<file path="src/inc/bcs_pkg.sv">
// package for the battery charge state controller
// assumes a single 20 MHz system clock; oscillator period arrives as a pulse
package bcs_pkg;
  // ****************************************
  // timing
  // ****************************************
  localparam int unsigned CLK_PERIOD_NS = 50;
  localparam int unsigned POR_TIME_US = 200;
  // power-on hold, rounded up to whole cycles
  localparam int unsigned POR_CYCLES = (POR_TIME_US * 1000 + CLK_PERIOD_NS - 1) / CLK_PERIOD_NS;
  localparam int unsigned POR_CNT_W = 13;
  // safety counter stages and trickle fraction (1/8 = 3 stages fewer)
  localparam int unsigned SAFETY_STAGES = 22;
  localparam int unsigned TRICKLE_SHIFT = 3;
  // consecutive periods above trickle threshold before leaving trickle
  localparam logic [3:0] TRICKLE_DEBOUNCE = 4'hf;
  // number of synchronised analog flags
  localparam int unsigned FLAG_N = 7;
  localparam int unsigned FLAG_TRICKLE = 0;
  localparam int unsigned FLAG_TERM = 1;
  localparam int unsigned FLAG_END_CURRENT_PROGRAM = 2;
  localparam int unsigned FLAG_COLD = 3;
  localparam int unsigned FLAG_HOT = 4;
  localparam int unsigned FLAG_REMOVED = 5;
  localparam int unsigned FLAG_RECHARGE = 6;
  // ****************************************
  // states
  // ****************************************
  typedef enum logic [7:0] {
    ST_POR      = 8'h01,
    ST_TRICKLE  = 8'h02,
    ST_CC       = 8'h04,
    ST_CV       = 8'h08,
    ST_INHIBIT  = 8'h10,
    ST_FAULT    = 8'h20,
    ST_STANDBY  = 8'h40,
    ST_TEMPWAIT = 8'h80
  } bcs_state_t;
  // current command levels
  typedef enum logic [1:0] {
    CUR_OFF = 2'h0,
    CUR_TENTH = 2'h1,
    CUR_FULL = 2'h2
  } bcs_cur_t;
endpackage

</file>
<file path="src/verilog/bcs_charge_ctrl.sv">
// charge state sequencer for a single-cell linear charger
// assumes analog comparators deliver async flags and an oscillator tick pulse
// Function
// RULE_01 - safety counter advances once per oscillator period, full span 2^22
// RULE_02 - timeout fault when fast charge exceeds full or trickle exceeds eighth
// RULE_03 - low time-limit enable disables fast-charge limit; floating keeps it
// RULE_04 - trickle eighth limit always enforced regardless of enable input
// RULE_05 - timeout fault latches until power cycle or enable toggle
// RULE_06 - standby while adapter absent or enable low; adapter absent holds the power-on state instead
// RULE_07 - stop charging outside thermistor window, restart cycle when inside
// RULE_08 - thermistor at removal level means battery gone: fault and halt
// RULE_09 - power-on reset about 200 us, status high, fault low
// RULE_10 - after reset charge cycle runs trickle, constant current, constant voltage
// RULE_11 - fault-free completion enters inhibit awaiting discharge
// RULE_12 - timeout or temperature fault in charge mode enters fault state
// RULE_13 - indicators: both high idle, status low charging, fault low fault
// RULE_14 - new cycle on adapter, insertion, recharge, temp clear, enable rise
// RULE_15 - below trickle threshold command one tenth of programmed current
// RULE_16 - leave trickle after fifteen consecutive periods above threshold
// RULE_17 - clear counter entering constant current, end at termination voltage
// RULE_18 - reference presence output only while supply above reset threshold
// RULE_19 - constant voltage completes when minimum-current flag asserts
// RULE_20 - constant current plus constant voltage time limited when enabled
// RULE_21 - inhibit watches recharge flag and restarts below threshold
// RULE_22 - temperature fault does not latch; restart when condition clears
// RULE_23 - all comparator flags synchronised before use
// RULE_24 - safety counter also cleared entering trickle at cycle start
module bcs_charge_ctrl #(
  parameter int unsigned POR_CYCLES = bcs_pkg::POR_CYCLES,
  parameter int unsigned STAGES = bcs_pkg::SAFETY_STAGES
) (
  // clock and reset
  input wire logic clk,
  input wire logic sys_rst,
  // supply and pins
  input wire logic adapter_supply,
  input wire logic charge_enable,
  input wire logic time_limit_enable,
  input wire logic osc_tick,
  // comparator flags, asynchronous
  input wire logic above_trickle_threshold,
  input wire logic at_termination_voltage,
  input wire logic below_end_current,
  input wire logic below_cold_threshold,
  input wire logic above_hot_threshold,
  input wire logic battery_removed,
  input wire logic below_recharge_threshold,
  // open-drain indicators
  output logic fault_out,
  output logic fault_oe,
  output logic status_out,
  output logic status_oe,
  // analog loop and system
  output logic [1:0] current_cmd,
  output logic voltage_loop_en,
  output logic reference_presence_out,
  output logic timeout_latched
);
  // ****************************************
  // input synchronisation
  // ****************************************
  logic [bcs_pkg::FLAG_N-1:0] flags_raw;
  logic [bcs_pkg::FLAG_N-1:0] flags;
  logic [2:0] pins_s;
  logic adapter_s;
  logic enable_s;
  logic time_limit_enable_s;
  assign flags_raw = {below_recharge_threshold, battery_removed, above_hot_threshold,
                      below_cold_threshold, below_end_current, at_termination_voltage,
                      above_trickle_threshold};
  // RULE_23 sync comparator flags
  bcs_sync #(.WIDTH(bcs_pkg::FLAG_N)) u_flag_sync (
    .clk(clk),
    .sys_rst(sys_rst),
    .async_in(flags_raw),
    .sync_out(flags)
  );
  // pins come from outside the clock domain too
  // three flops each; a level counts once the last two stages agree
  bcs_sync #(.WIDTH(3)) u_pin_sync (
    .clk(clk),
    .sys_rst(sys_rst),
    .async_in({time_limit_enable, charge_enable, adapter_supply}),
    .sync_out(pins_s)
  );
  assign adapter_s = pins_s[0];
  assign enable_s = pins_s[1];
  assign time_limit_enable_s = pins_s[2];

  // ****************************************
  // decoded conditions
  // ****************************************
  logic f_trickle_ok;
  logic f_term;
  logic f_end_current_program;
  logic f_removed;
  logic f_recharge;
  logic temp_bad;
  logic active;
  assign f_trickle_ok = flags[bcs_pkg::FLAG_TRICKLE];
  assign f_term = flags[bcs_pkg::FLAG_TERM];
  assign f_end_current_program = flags[bcs_pkg::FLAG_END_CURRENT_PROGRAM];
  assign f_removed = flags[bcs_pkg::FLAG_REMOVED];
  assign f_recharge = flags[bcs_pkg::FLAG_RECHARGE];
  // removal sits above the window, so it stops charging like a window fault
  // RULE_07 window check
  assign temp_bad = flags[bcs_pkg::FLAG_COLD] || flags[bcs_pkg::FLAG_HOT] || f_removed;
  // RULE_06 standby condition
  assign active = adapter_s && enable_s;

  // ****************************************
  // state names
  // ****************************************
  // local copies of the package codes keep the case items short
  localparam bcs_pkg::bcs_state_t ST_POR = bcs_pkg::ST_POR;
  localparam bcs_pkg::bcs_state_t ST_TRICKLE = bcs_pkg::ST_TRICKLE;
  localparam bcs_pkg::bcs_state_t ST_CC = bcs_pkg::ST_CC;
  localparam bcs_pkg::bcs_state_t ST_CV = bcs_pkg::ST_CV;
  localparam bcs_pkg::bcs_state_t ST_INHIBIT = bcs_pkg::ST_INHIBIT;
  localparam bcs_pkg::bcs_state_t ST_FAULT = bcs_pkg::ST_FAULT;
  localparam bcs_pkg::bcs_state_t ST_STANDBY = bcs_pkg::ST_STANDBY;
  localparam bcs_pkg::bcs_state_t ST_TEMPWAIT = bcs_pkg::ST_TEMPWAIT;
  // true in any of the three charge modes; used on current and next state
  function automatic logic is_charging(input bcs_pkg::bcs_state_t s);
    is_charging = (s == ST_TRICKLE) || (s == ST_CC) || (s == ST_CV);
  endfunction

  // ****************************************
  // state registers
  // ****************************************
  // an upset one-hot code falls back to the power-on state, or to standby while the adapter is present and enable is low
  bcs_pkg::bcs_state_t state_q;
  bcs_pkg::bcs_state_t state_d;
  logic [bcs_pkg::POR_CNT_W-1:0] por_q;
  logic [bcs_pkg::POR_CNT_W-1:0] por_d;
  logic [3:0] deb_q;
  logic [3:0] deb_d;
  logic latch_q;
  logic latch_d;
  logic enable_prev_q;
  logic adapter_prev_q;
  logic enable_rise;
  logic adapter_rise;
  logic timer_clear;
  logic timer_run;
  logic full_exp;
  logic eighth_exp;
  logic fast_timeout;
  logic por_done;

  // edge detectors read only the settled synchroniser outputs
  // both reset low, so a pin high at power-up reads as one rise in the hold
  assign enable_rise = enable_s && !enable_prev_q;
  assign adapter_rise = adapter_s && !adapter_prev_q;
  assign por_done = (por_q == bcs_pkg::POR_CNT_W'(POR_CYCLES - 1));
  // supply loss restarts the hold, so a brownout replays the power-on phase
  // RULE_09 power-on hold count
  assign por_d = (!adapter_s) ? '0 : (por_done ? por_q : por_q + 1'b1);

  // trickle never looks at the pin: only the eighth limit applies there
  // RULE_03 fast limit gated by enable
  // RULE_20 cc plus cv share one count
  assign fast_timeout = full_exp && time_limit_enable_s;

  // RULE_01 safety timer instance
  bcs_safety_timer #(.STAGES(STAGES), .SHIFT(bcs_pkg::TRICKLE_SHIFT)) u_timer (
    .clk(clk),
    .sys_rst(sys_rst),
    .osc_tick(osc_tick),
    .clear(timer_clear),
    .run(timer_run),
    .full_expired(full_exp),
    .eighth_expired(eighth_exp)
  );
  // counter holds outside the charge modes; every entry clears it anyway
  assign timer_run = is_charging(state_q);
  // RULE_24 clear on entry to trickle
  // RULE_17 clear on entry to cc
  assign timer_clear = ((state_d == ST_TRICKLE) && (state_q != ST_TRICKLE)) ||
                       ((state_d == ST_CC) && (state_q != ST_CC));

  // one low period or any other state drops the count back to zero
  // RULE_16 debounce of trickle exit
  assign deb_d = (state_q != ST_TRICKLE || !f_trickle_ok) ? 4'h0 :
                 (osc_tick && deb_q != bcs_pkg::TRICKLE_DEBOUNCE) ? deb_q + 4'h1 : deb_q;

  // setting wins over a release that falls in the same cycle
  // a temperature fault never sets it, so a thermistor event cannot latch
  // RULE_05 latch set on timeout, released by power loss or enable rise
  assign latch_d = (state_d == ST_FAULT && !temp_bad) ? 1'b1 :
                   (!adapter_s || enable_rise) ? 1'b0 : latch_q;

  // ****************************************
  // next state
  // ****************************************
  always_comb begin
    state_d = state_q;
    unique case (state_q)
      ST_POR: begin
        // RULE_10 charge right after reset
        if (!adapter_s) state_d = ST_POR;
        else if (por_done) state_d = enable_s ? ST_TRICKLE : ST_STANDBY;
      end
      ST_TRICKLE, ST_CC, ST_CV: begin
        // RULE_12 faults in charge modes
        // RULE_08 removal halts charging
        if (temp_bad) state_d = ST_TEMPWAIT;
        // RULE_04 trickle limit always on
        // RULE_02 timeout fault
        else if (state_q == ST_TRICKLE && eighth_exp) state_d = ST_FAULT;
        else if (state_q != ST_TRICKLE && fast_timeout) state_d = ST_FAULT;
        else if (state_q == ST_TRICKLE && deb_q == bcs_pkg::TRICKLE_DEBOUNCE) state_d = ST_CC;
        // RULE_17 end cc at termination
        else if (state_q == ST_CC && f_term) state_d = ST_CV;
        // RULE_19 finish on minimum current
        // RULE_11 to inhibit
        else if (state_q == ST_CV && f_end_current_program) state_d = ST_INHIBIT;
      end
      ST_INHIBIT: begin
        // RULE_21 recharge restart
        if (f_recharge) state_d = ST_TRICKLE;
      end
      ST_TEMPWAIT: begin
        // window and removal faults never latch; no release is needed
        // RULE_22 restart once temperature clears
        if (!temp_bad) state_d = ST_TRICKLE;
      end
      ST_FAULT: begin
        // latched until released
        if (!latch_q) state_d = ST_TRICKLE;
      end
      ST_STANDBY: begin
        // RULE_14 enable rise; adapter return comes back through the power-on hold
        if (active) state_d = ST_TRICKLE;
      end
      default: state_d = ST_POR;
    endcase
    // supply loss outranks everything, and standby outranks faults as well
    // RULE_06 standby overrides, but power loss goes back through reset
    if (state_q != ST_POR) begin
      if (!adapter_s) state_d = ST_POR;
      else if (!enable_s) state_d = ST_STANDBY;
      else if (state_q == ST_FAULT && enable_rise) state_d = ST_TRICKLE;
    end
  end

  // ****************************************
  // output decode
  // ****************************************
  logic charging_d;
  logic fault_ind_d;
  logic [1:0] cur_d;
  // status pin pulled low in every charge mode
  assign charging_d = is_charging(state_d);
  // temp wait shows fault for removal and for window faults alike
  assign fault_ind_d = (state_d == ST_POR) || (state_d == ST_FAULT) || (state_d == ST_TEMPWAIT);
  // RULE_15 tenth current in trickle
  assign cur_d = (state_d == ST_TRICKLE) ? bcs_pkg::CUR_TENTH :
                 (state_d == ST_CC || state_d == ST_CV) ? bcs_pkg::CUR_FULL : bcs_pkg::CUR_OFF;

  // ****************************************
  // registers
  // ****************************************
  always_ff @(posedge clk or posedge sys_rst) begin
    if (sys_rst) begin
      state_q <= ST_POR;
      por_q <= '0;
      deb_q <= 4'h0;
      latch_q <= 1'b0;
      enable_prev_q <= 1'b0;
      adapter_prev_q <= 1'b0;
    end else begin
      state_q <= state_d;
      por_q <= por_d;
      deb_q <= deb_d;
      latch_q <= latch_d;
      enable_prev_q <= enable_s;
      adapter_prev_q <= adapter_s;
    end
  end

  // RULE_13 indicator encoding
  // RULE_09 status high, fault low during reset
  // RULE_18 presence follows supply
  // open-drain data bits stay low; only the enables move the pins
  // decoding the next state keeps every output one flop from its cause
  always_ff @(posedge clk or posedge sys_rst) begin
    if (sys_rst) begin
      fault_out <= 1'b0;
      fault_oe <= 1'b1;
      status_out <= 1'b0;
      status_oe <= 1'b0;
      current_cmd <= bcs_pkg::CUR_OFF;
      voltage_loop_en <= 1'b0;
      reference_presence_out <= 1'b0;
      timeout_latched <= 1'b0;
    end else begin
      fault_out <= 1'b0;
      fault_oe <= fault_ind_d;
      status_out <= 1'b0;
      status_oe <= charging_d;
      current_cmd <= cur_d;
      voltage_loop_en <= (state_d == ST_CC) || (state_d == ST_CV);
      reference_presence_out <= adapter_s || adapter_rise;
      timeout_latched <= latch_d;
    end
  end
endmodule

</file>
<file path="src/verilog/bcs_safety_timer.sv">
// safety counter advanced once per oscillator period
// assumes osc_tick is a one-cycle pulse already in the clk domain
module bcs_safety_timer #(
  parameter int unsigned STAGES = 22,
  parameter int unsigned SHIFT = 3
) (
  // clock and reset
  input wire logic clk,
  input wire logic sys_rst,
  // control
  input wire logic osc_tick,
  input wire logic clear,
  input wire logic run,
  // expiry flags
  output logic full_expired,
  output logic eighth_expired
);
  logic [STAGES-1:0] cnt_q;
  logic [STAGES-1:0] cnt_d;
  logic at_top;
  logic wrap_d;
  logic eighth_d;
  // count stops at all ones; the tick that would wrap it marks the full span
  assign at_top = (cnt_q == {STAGES{1'b1}});
  assign wrap_d = at_top && run && osc_tick;
  // an eighth has passed once any of the top stages is set
  assign eighth_d = (cnt_q[STAGES-1:STAGES-SHIFT] != '0);
  assign cnt_d = clear ? '0 :
                 (run && osc_tick && !at_top) ? cnt_q + 1'b1 : cnt_q;
  // ****************************************
  // counter
  // ****************************************
  always_ff @(posedge clk or posedge sys_rst) begin
    if (sys_rst) begin
      cnt_q <= '0;
      full_expired <= 1'b0;
      eighth_expired <= 1'b0;
    end else begin
      cnt_q <= cnt_d;
      full_expired <= !clear && (full_expired || wrap_d);
      eighth_expired <= eighth_d && !clear;
    end
  end
endmodule

</file>
<file path="src/verilog/bcs_sync.sv">
// three-flop synchroniser bank for asynchronous comparator flags
// assumes flags are slow levels; a change counts once stages two and three agree
module bcs_sync #(
  parameter int unsigned WIDTH = 1
) (
  // clock and reset
  input wire logic clk,
  input wire logic sys_rst,
  // async in, filtered out
  input wire logic [WIDTH-1:0] async_in,
  output logic [WIDTH-1:0] sync_out
);
  logic [WIDTH-1:0] s1_q;
  logic [WIDTH-1:0] s2_q;
  logic [WIDTH-1:0] s3_q;
  logic [WIDTH-1:0] out_d;
  // output only moves when the last two stages agree
  assign out_d = (s2_q == s3_q) ? s3_q : sync_out;
  // ****************************************
  // shift chain
  // ****************************************
  always_ff @(posedge clk or posedge sys_rst) begin
    if (sys_rst) begin
      s1_q <= '0;
      s2_q <= '0;
      s3_q <= '0;
      sync_out <= '0;
    end else begin
      s1_q <= async_in;
      s2_q <= s1_q;
      s3_q <= s2_q;
      sync_out <= out_d;
    end
  end
endmodule
</file>
<file path="config.mk">
export PLATFORM = sky130hd
export DESIGN_NAME = bcs_charge_ctrl
export DESIGN_NICKNAME = d
export VERILOG_FILES = /design/src/inc/bcs_pkg.sv /design/src/verilog/bcs_charge_ctrl.sv /design/src/verilog/bcs_safety_timer.sv /design/src/verilog/bcs_sync.sv
export SDC_FILE = /design/constraint.sdc
export NUM_CORES = 1
export LEC_CHECK = 0
export ABC_AREA = 1
export BUFFER_PORTS_ARGS = -buffer_cell sky130_fd_sc_hd__buf_2
export CORE_ASPECT_RATIO = 0.7
export CORE_MARGIN = 2
export CORE_UTILIZATION = 50
export CTS_BUF_LIST = sky130_fd_sc_hd__clkbuf_4
export DETAILED_ROUTE_END_ITERATION = 10
export HOLD_SLACK_MARGIN = 0.02
export PLACE_DENSITY = 0.67
export RECOVER_POWER = 100
export SETUP_SLACK_MARGIN = 0.5
export SYNTH_ARGS = -nofsm -noshare
export SYNTH_HDL_FRONTEND = slang
export SYNTH_HIERARCHICAL = 1
export SYNTH_SLANG_ARGS = --single-unit
</file>
<file path="constraint.sdc">
create_clock -name clk -period 3.81 [get_ports clk]
set_input_delay 0.762 -clock clk [delete_from_list [all_inputs] [get_ports clk]]
set_output_delay 0.762 -clock clk [all_outputs]
set_load 0.01 [all_outputs]
</file>
# Word-level counts from Yosys, hierarchy flattened
# Cells that the tools add are included.
# W data, S select, Z words.
[op_classes]
eq_ne = 24
n_reduce_logical = 46
muxes = 28
addsub = 3
[op_table]
columns = ["op", "n"]
rows = [
  ["$mux W8", 16],
  ["$pmux W8 S6", 1],
  ["$mux W22", 2],
  ["$mux W13", 2],
  ["$add A22 B1 Y22 const B", 1],
  ["$eq A22 B22 Y1 const B", 1],
  ["$logic_and A1 B1 Y1", 20],
  ["$eq A8 B1 Y1 const B", 2],
  ["$eq A8 B2 Y1 const B", 2],
  ["$eq A8 B3 Y1 const B", 2],
  ["$eq A8 B4 Y1 const B", 2],
  ["$eq A8 B6 Y1 const B", 2],
  ["$eq A8 B8 Y1 const B", 2],
  ["$logic_or A1 B1 Y1", 14],
  ["$add A13 B1 Y13 const B", 1],
  ["$eq A13 B12 Y1 const B", 1],
  ["$eq A8 B5 Y1 const B", 1],
  ["$eq A8 B7 Y1 const B", 1],
  ["$mux W4", 2],
  ["$ne A8 B1 Y1 const B", 1],
  ["$ne A8 B2 Y1 const B", 1],
  ["$ne A8 B3 Y1 const B", 1],
  ["$eq A7 B7 Y1", 1],
  ["$logic_not A1 Y1", 7],
  ["11 further kinds", 15],
]
[word_totals]
output_inout_bits = 9
in_bits = 13
wordCells = 123
register_bits = 98

# Longest topological paths before layout
[depth]
depth_word = 18
ltp_mapped = 19
mapped_depth_nobuf = 18

# Cells and area by module
# The synthesis kept the hierarchy.
[modules_own_cells]
columns = ["mod", "n_inst", "seq_area_each_um2", "cells_each", "area_per_inst_um2"]
rows = [
  ["bcs_charge_ctrl", 1, 828.3, 264, 1948.1],
  ["bcs_safety_timer", 1, 600.6, 238, 1590.3],
  ["bcs_sync (u_flag_sync)", 1, 700.7, 101, 1027.2],
  ["bcs_sync (u_pin_sync)", 1, 300.3, 34, 409.1],
]

# Least setup slack after synthesis
# Ideal clock, no wire load.
[synth_timing]
path_kind = "flip-flop to flip-flop"
start = "register por_q[0] (netlist bit)"
end = "register u_timer.cnt_q[14]"
stages_incl_launch_ff = 18
setup_slack_ps = 1698
arrival_time_ps = 2045
n_path_buf = 1
synth_period_minus_slack_ps = 2112
required_time_ps = 3743
setup_ps = 67
path_cell_list = "dfrtp_1 > ha_1 > nand2_1 > inv_1 > nand2_1 > nor2_1 > nand2_1 > nand2_1 > nand3_1 > nand2_1 > inv_1 > nand3_2 > nand3_1 > nand2_1 > inv_1 > clkbuf_1 > nand4_1 > nand2_1"
[synth_between]
elab_chain_len = 12
elab_cells_between_ends = 15
cone_classes = "eq/ne: 3; mux: 8; reduce/logical: 4"
[synth_lines]
columns = ["element", "line", "text"]
rows = [
  ["start, declared", "bcs_charge_ctrl.sv:134", "logic [bcs_pkg::POR_CNT_W-1:0] por_q;"],
  ["start signal, assigned", "bcs_charge_ctrl.sv:274", "por_q <= por_d;"],
  ["$eq A13 B12 Y1 (*)", "bcs_charge_ctrl.sv:155", "assign por_done = (por_q == bcs_pkg::POR_CNT_W'(POR_CYCLES - 1));"],
  ["$mux W8 (*)", "bcs_charge_ctrl.sv:202", "else if (por_done) state_d = enable_s ? ST_TRICKLE : ST_STANDBY;"],
  ["$mux W8 (*)", "bcs_charge_ctrl.sv:201", "if (!adapter_s) state_d = ST_POR;"],
  ["$pmux W8 S6 (*)", "bcs_charge_ctrl.sv:198", "unique case (state_q)"],
  ["$mux W8", "bcs_charge_ctrl.sv:243", "else if (state_q == ST_FAULT && enable_rise) state_d = ST_TRICKLE;"],
  ["$mux W8", "bcs_charge_ctrl.sv:242", "else if (!enable_s) state_d = ST_STANDBY;"],
  ["$mux W8", "bcs_charge_ctrl.sv:241", "if (!adapter_s) state_d = ST_POR;"],
  ["$mux W8 (*)", "bcs_charge_ctrl.sv:240", "if (state_q != ST_POR) begin"],
  ["$eq A8 B2 Y1 / $eq A8 B3 Y1 (equally long branches)", "bcs_charge_ctrl.sv:179, bcs_charge_ctrl.sv:180", ""],
  ["$logic_and A1 B1 Y1, on equally long branches", "bcs_charge_ctrl.sv:179, bcs_charge_ctrl.sv:180", ""],
  ["$logic_or A1 B1 Y1 (*)", "bcs_charge_ctrl.sv:179", "assign timer_clear = ((state_d == ST_TRICKLE) && (state_q != ST_TRICKLE)) ||"],
  ["net timer_clear", "bcs_charge_ctrl.sv:144", "logic timer_clear;"],
  ["$mux W22 / $reduce_bool A2 Y1 (equally long branches)", "--", ""],
  ["end signal, assigned", "bcs_safety_timer.sv:39", "cnt_q <= cnt_d;"],
  ["end, declared", "bcs_safety_timer.sv:18", "logic [STAGES-1:0] cnt_q;"],
]
# The timed path passes the listed nets; every way through them passes the cells marked *.
# A chain may end at the register's enable or synchronous reset.

# Worst setup path after layout
[layout_timing]
start = "register state_q[6]"
end = "register u_timer.cnt_q[19]"
[layout_between]
elab_chain_len = 17
elab_cells_between_ends = 46
cone_classes = "eq/ne: 13; mux: 18; reduce/logical: 15"
[layout_lines]
columns = ["element", "line", "text"]
rows = [
  ["start, declared", "bcs_charge_ctrl.sv:132", "bcs_pkg::bcs_state_t state_q;"],
  ["start signal, assigned", "bcs_charge_ctrl.sv:273", "state_q <= state_d;"],
  ["$eq A8 B4 Y1", "bcs_charge_ctrl.sv:198, bcs_charge_ctrl.sv:217", ""],
  ["$logic_and A1 B1 Y1", "bcs_charge_ctrl.sv:217", "else if (state_q == ST_CV && f_end_current_program) state_d = ST_INHIBIT;"],
  ["$mux W8", "bcs_charge_ctrl.sv:217", ""],
  ["$mux W8", "bcs_charge_ctrl.sv:214", "else if (state_q == ST_CC && f_term) state_d = ST_CV;"],
  ["$mux W8", "bcs_charge_ctrl.sv:212", "else if (state_q == ST_TRICKLE && deb_q == bcs_pkg::TRICKLE_DEBOUNCE) state_d = ST_CC;"],
  ["$mux W8", "bcs_charge_ctrl.sv:211", "else if (state_q != ST_TRICKLE && fast_timeout) state_d = ST_FAULT;"],
  ["$mux W8", "bcs_charge_ctrl.sv:210", "else if (state_q == ST_TRICKLE && eighth_exp) state_d = ST_FAULT;"],
  ["$mux W8", "bcs_charge_ctrl.sv:207", "if (temp_bad) state_d = ST_TEMPWAIT;"],
  ["[... 3 more ...]", "--", ""],
  ["$mux W8", "bcs_charge_ctrl.sv:241", ""],
  ["$mux W8 (*)", "bcs_charge_ctrl.sv:240", ""],
  ["net state_d[2]", "bcs_charge_ctrl.sv:133", "bcs_pkg::bcs_state_t state_d;"],
  ["$eq A8 B2 Y1 / $eq A8 B3 Y1 (equally long branches)", "bcs_charge_ctrl.sv:179, bcs_charge_ctrl.sv:180", ""],
  ["$logic_and A1 B1 Y1, on equally long branches", "bcs_charge_ctrl.sv:179, bcs_charge_ctrl.sv:180", ""],
  ["$logic_or A1 B1 Y1 (*)", "bcs_charge_ctrl.sv:179", ""],
  ["net timer_clear", "bcs_charge_ctrl.sv:144", ""],
  ["$mux W22 / $reduce_bool A2 Y1 (equally long branches)", "--", ""],
]
# Marks and branches as above.

==> results.md <==
- Run status: finished with violations
- Failing checks: max-capacitance violations, max-slew violations
- Final period utilization: 81.7%
- Peak VDD IR: 0.201 mV
- Largest net degree at the start of global routing: 34
- Count of pins over their slew limit: 34
- Minimum clock period: 3.11 ns
- Worst EP required: 4.16 ns
- Multi-input logic area: 2090 sq um
- TNS Setup: 0 ns
- GR Util All Layers: 20.6%
- IO Count: 22
- Async SR Flop Fraction: 100%
- Fmax: 321 MHz
- Hpwl dp: 7410 microns
- Logic pwr share: 8.6%
- # rows: 30
- Clk buf depth: 2
- Vias per cell: 5.02
- R2r setup slk: 0.70 ns
- CTS Buf Count: 9
- Cell Area, Synth: 4970 sq um
- Root buf cell: clkbuf_4
- Post-synth cell types: 39
- Port Buffers: 19
- GRT met3 Usage: 4.78%
- Wire length per cell: 12.4 microns
- Max Cap Violations: 1
- Clock tree sinks: 97
- GR met1 Demand/Resource: 31.2%
- WS Path Type: reg -> reg
- CTS tree: yes
- Final GP Congestion: 0.970
- Sequential power share: 63.0%
- Clock skew: 0.0174 ns
- Clk_lat worst skew: 0.46 ns
- Die Area: 10800 sq um
- NetSw: 0.513 mW
- Internal Power: 1.28 mW
- Pre-CTS setup slack: 0.781 ns
- RSZ-0062 raised after global routing: no
- Most used flip-flop cell after synthesis: dfrtp_1
- GRT busiest layer: met1
- Register area: 2430 sq um
- H-tree depth: 3
- Synth warn: 6
- Startpoint types: flop
- Mean Syn Cell Area: 7.81 sq um
- Initial antenna violation count: 0
- Net Sw Frac: 28.7%
- Min setup slack post-route: 0.696 ns
- Syn Inst Count: 637
- Slew Limit Headroom: -21.2%
- # diodes: 0
- Drt drc: 0
- Final Hold Viols: 0
- Worst Max-Slew Pin Slew: 1.82 ns
- Remaining global-route overflow: 0
- DR iter-0 viols: 352
- Crit path DAT: 3.47 ns
- Nets: 679
- Clock slew at reported path FFs: 0.16 ns
- Vias in the first global route: 3698
- Post-synth top area share: 47.8%
- Routed Antenna Nets: 0
- Yosys reg bits: 97
- Vias after detailed routing: 3996
- Worst Setup End Kind: flop
- EDFF count, synth: 0
- DIE HEIGHT: 87.5 microns
- PD cells: 340 nW/um^2
- Setup Viol. Count Final: 0
- Worst-path fanout max: 19
- First-pass GRT wire length: 17300 microns
- Synth area leaders: dfrtp_1 (48%), nand2_1 (15%), inv_1 (6.5%)
- Total wire length: 9890 microns
- CORE AREA: 9680 sq um
- Chip width: 123 microns
- Worst min-delay path class: in -> async
- Met2 Use GR: 29.0%
- Layout cell share with drive strength beyond 1: 9.13%
- Post-synthesis sequential area ratio: 48.8%
- Fillers: 906
- Detailed Routing Iterations Pass 1: 5
- Cts hold-fix bufs: 0
- Yosys top cell by area: dfrtp_1
- Synthesis-to-finish area growth: 5.91%
- Leakage: 2.62 nW
- Initial Util: 51.4%
- Clock Power Share: 28.4%
[metrics by stage]
stage | utilization, % | area, sq um | hold slack (ns) | cells | power [mW]
finish | 54.4 | 5270 | 0.319 | 796 | 1.79
global route | 54.4 | 5270 | 0.343 | 796 | 1.89
CTS | 54.9 | 5320 | 0.283 | 795 | 1.82
detailed placement | 53.6 | 5190 | 0.336 | 779 | 1.30
global placement | 53.6 | 5190 | 0.332 | 779 | 1.30
floorplan | - | 4980 | 0.331 | 638 | 1.25
[cell usage after synthesis, types with 2 or more instances]
cell type	number
nand2_1	193
dfrtp_1	95
inv_1	86
nor2_1	76
nand3_1	45
a21oi_1	14
o21ai_0	14
nand4_1	13
o21bai_1	13
nor3_1	12
nand2_2	9
nor2_4	8
nor2_2	7
xor2_1	6
clkbuf_1	4
inv_2	4
xnor2_1	4
a211oi_1	3
ha_1	3
nand2_4	3
buf_4	2
clkinv_1	2
dfstp_2	2
nand3_2	2
nand3_4	2
o21ai_1	2
[power by group through the flow]
| stage | sequential [mW] | combinational [mW] | clock [mW] |
|---|---|---|---|
| final | 1.13 | 0.154 | 0.509 |
| after global routing | 1.14 | 0.180 | 0.575 |
| after CTS | 1.13 | 0.158 | 0.538 |
| after detailed placement | 1.15 | 0.157 | 0 |
| after global placement | 1.14 | 0.155 | 0 |
| after floorplan | 1.13 | 0.123 | 0 |
[path summary, 6_finish.rpt]
kind                            cells past startpoint             endpoint                start
worst max-delay path                               16    u_timer/cnt_q[19]           state_q[6]
worst max register to register                     16    u_timer/cnt_q[19]           state_q[6]
worst min-delay path                                2   u_pin_sync/s3_q[2]              sys_rst
worst min register to register                      0  u_flag_sync/s2_q[1]  u_flag_sync/s1_q[1]
max in group asynchronous                           3           state_q[1]              sys_rst
min in group clk                                    0  u_flag_sync/s2_q[1]  u_flag_sync/s1_q[1]
[routing by layer]
metal	share of wire, %	up-vias
met5	0	-
met4	1.2	0
met3	6.8	14
met2	41	130
met1	51	1809
li1	-	2043
[registers in the layout (all words and copies together), names as in the netlist]
register	flops
u_flag_sync/sync_out	7
u_flag_sync/s3_q	7
u_pin_sync/s3_q	3
u_pin_sync/s2_q	3
u_flag_sync/s2_q	7
current_cmd	2
state_q	8
deb_q	4
u_flag_sync/s1_q	7
u_pin_sync/sync_out	3
por_q	13
enable_prev_q	1
reference_presence_out	1
status_oe	1
u_timer/cnt_q	22
voltage_loop_en	1
fault_oe	1
u_pin_sync/s1_q	3
u_timer/full_expired	1
timeout_latched	1
u_timer/eighth_expired	1
[kinds of logic (layout without fill, tap and decap cells)]
kind of cell               Yosys count  count (layout)  share of synthesized area [%]
other                                1               2                         0.0754
adders and majority gates            3               3                          0.755
and+or+nand+nor                    374             374                           33.8
xor gates and xnor gates            11              11                           2.09
buffers and inverters              102             132                           8.38
DFF                                 97              97                           48.8
AOI/OAI and AO/OA                   49              49                           6.04
[timing repair]
action                                  CTS  global route
endpoints found under the setup margin    0            19
buffers inserted                          0             1
gates resized for setup                   0             2
[area by class of cell]
| class | count | area share (%) |
|---|---|---|
| inverters | 94 | 6.89 |
| multi-input cells | 439 | 39.6 |
| clock buffers | 9 | 1.28 |
| clock inverters | 7 | 1.09 |
| well taps | 128 | 3.04 |
| repair buffers | 22 | 1.97 |
| flip-flops and latches | 97 | 46.1 |
[placed cells by master, fill, tap and decap left out, drive strengths merged, types with 6 or more instances in the layout]
master / n
inv: 93
xor2: 6
a21oi: 15
nor2: 91
o21bai: 13
nand4: 13
o21ai: 16
dfrtp: 95
nand2: 205
nand3: 49
buf: 13
clkbuf: 18
nor3: 12
[worst max-delay path, stage by stage (launching register included)]
cell and delay [ns]:
dfrtp_1 0.45, nor2_1 0.19, nand2_1 0.09, clkinvlp_2 0.25, nand3_1 0.27, nand2_2 0.15
nand2_1 0.11, a21oi_4 0.16, inv_1 0.07, nor2_1 0.18, nand2_1 0.09, nand2_2 0.25
clkinvlp_4 0.22, nand2_4 0.20, clkinv_4 0.18, nand2_1 0.09, nand2_1 0.05
No activity file was read; power rests on OpenSTA's default activity.
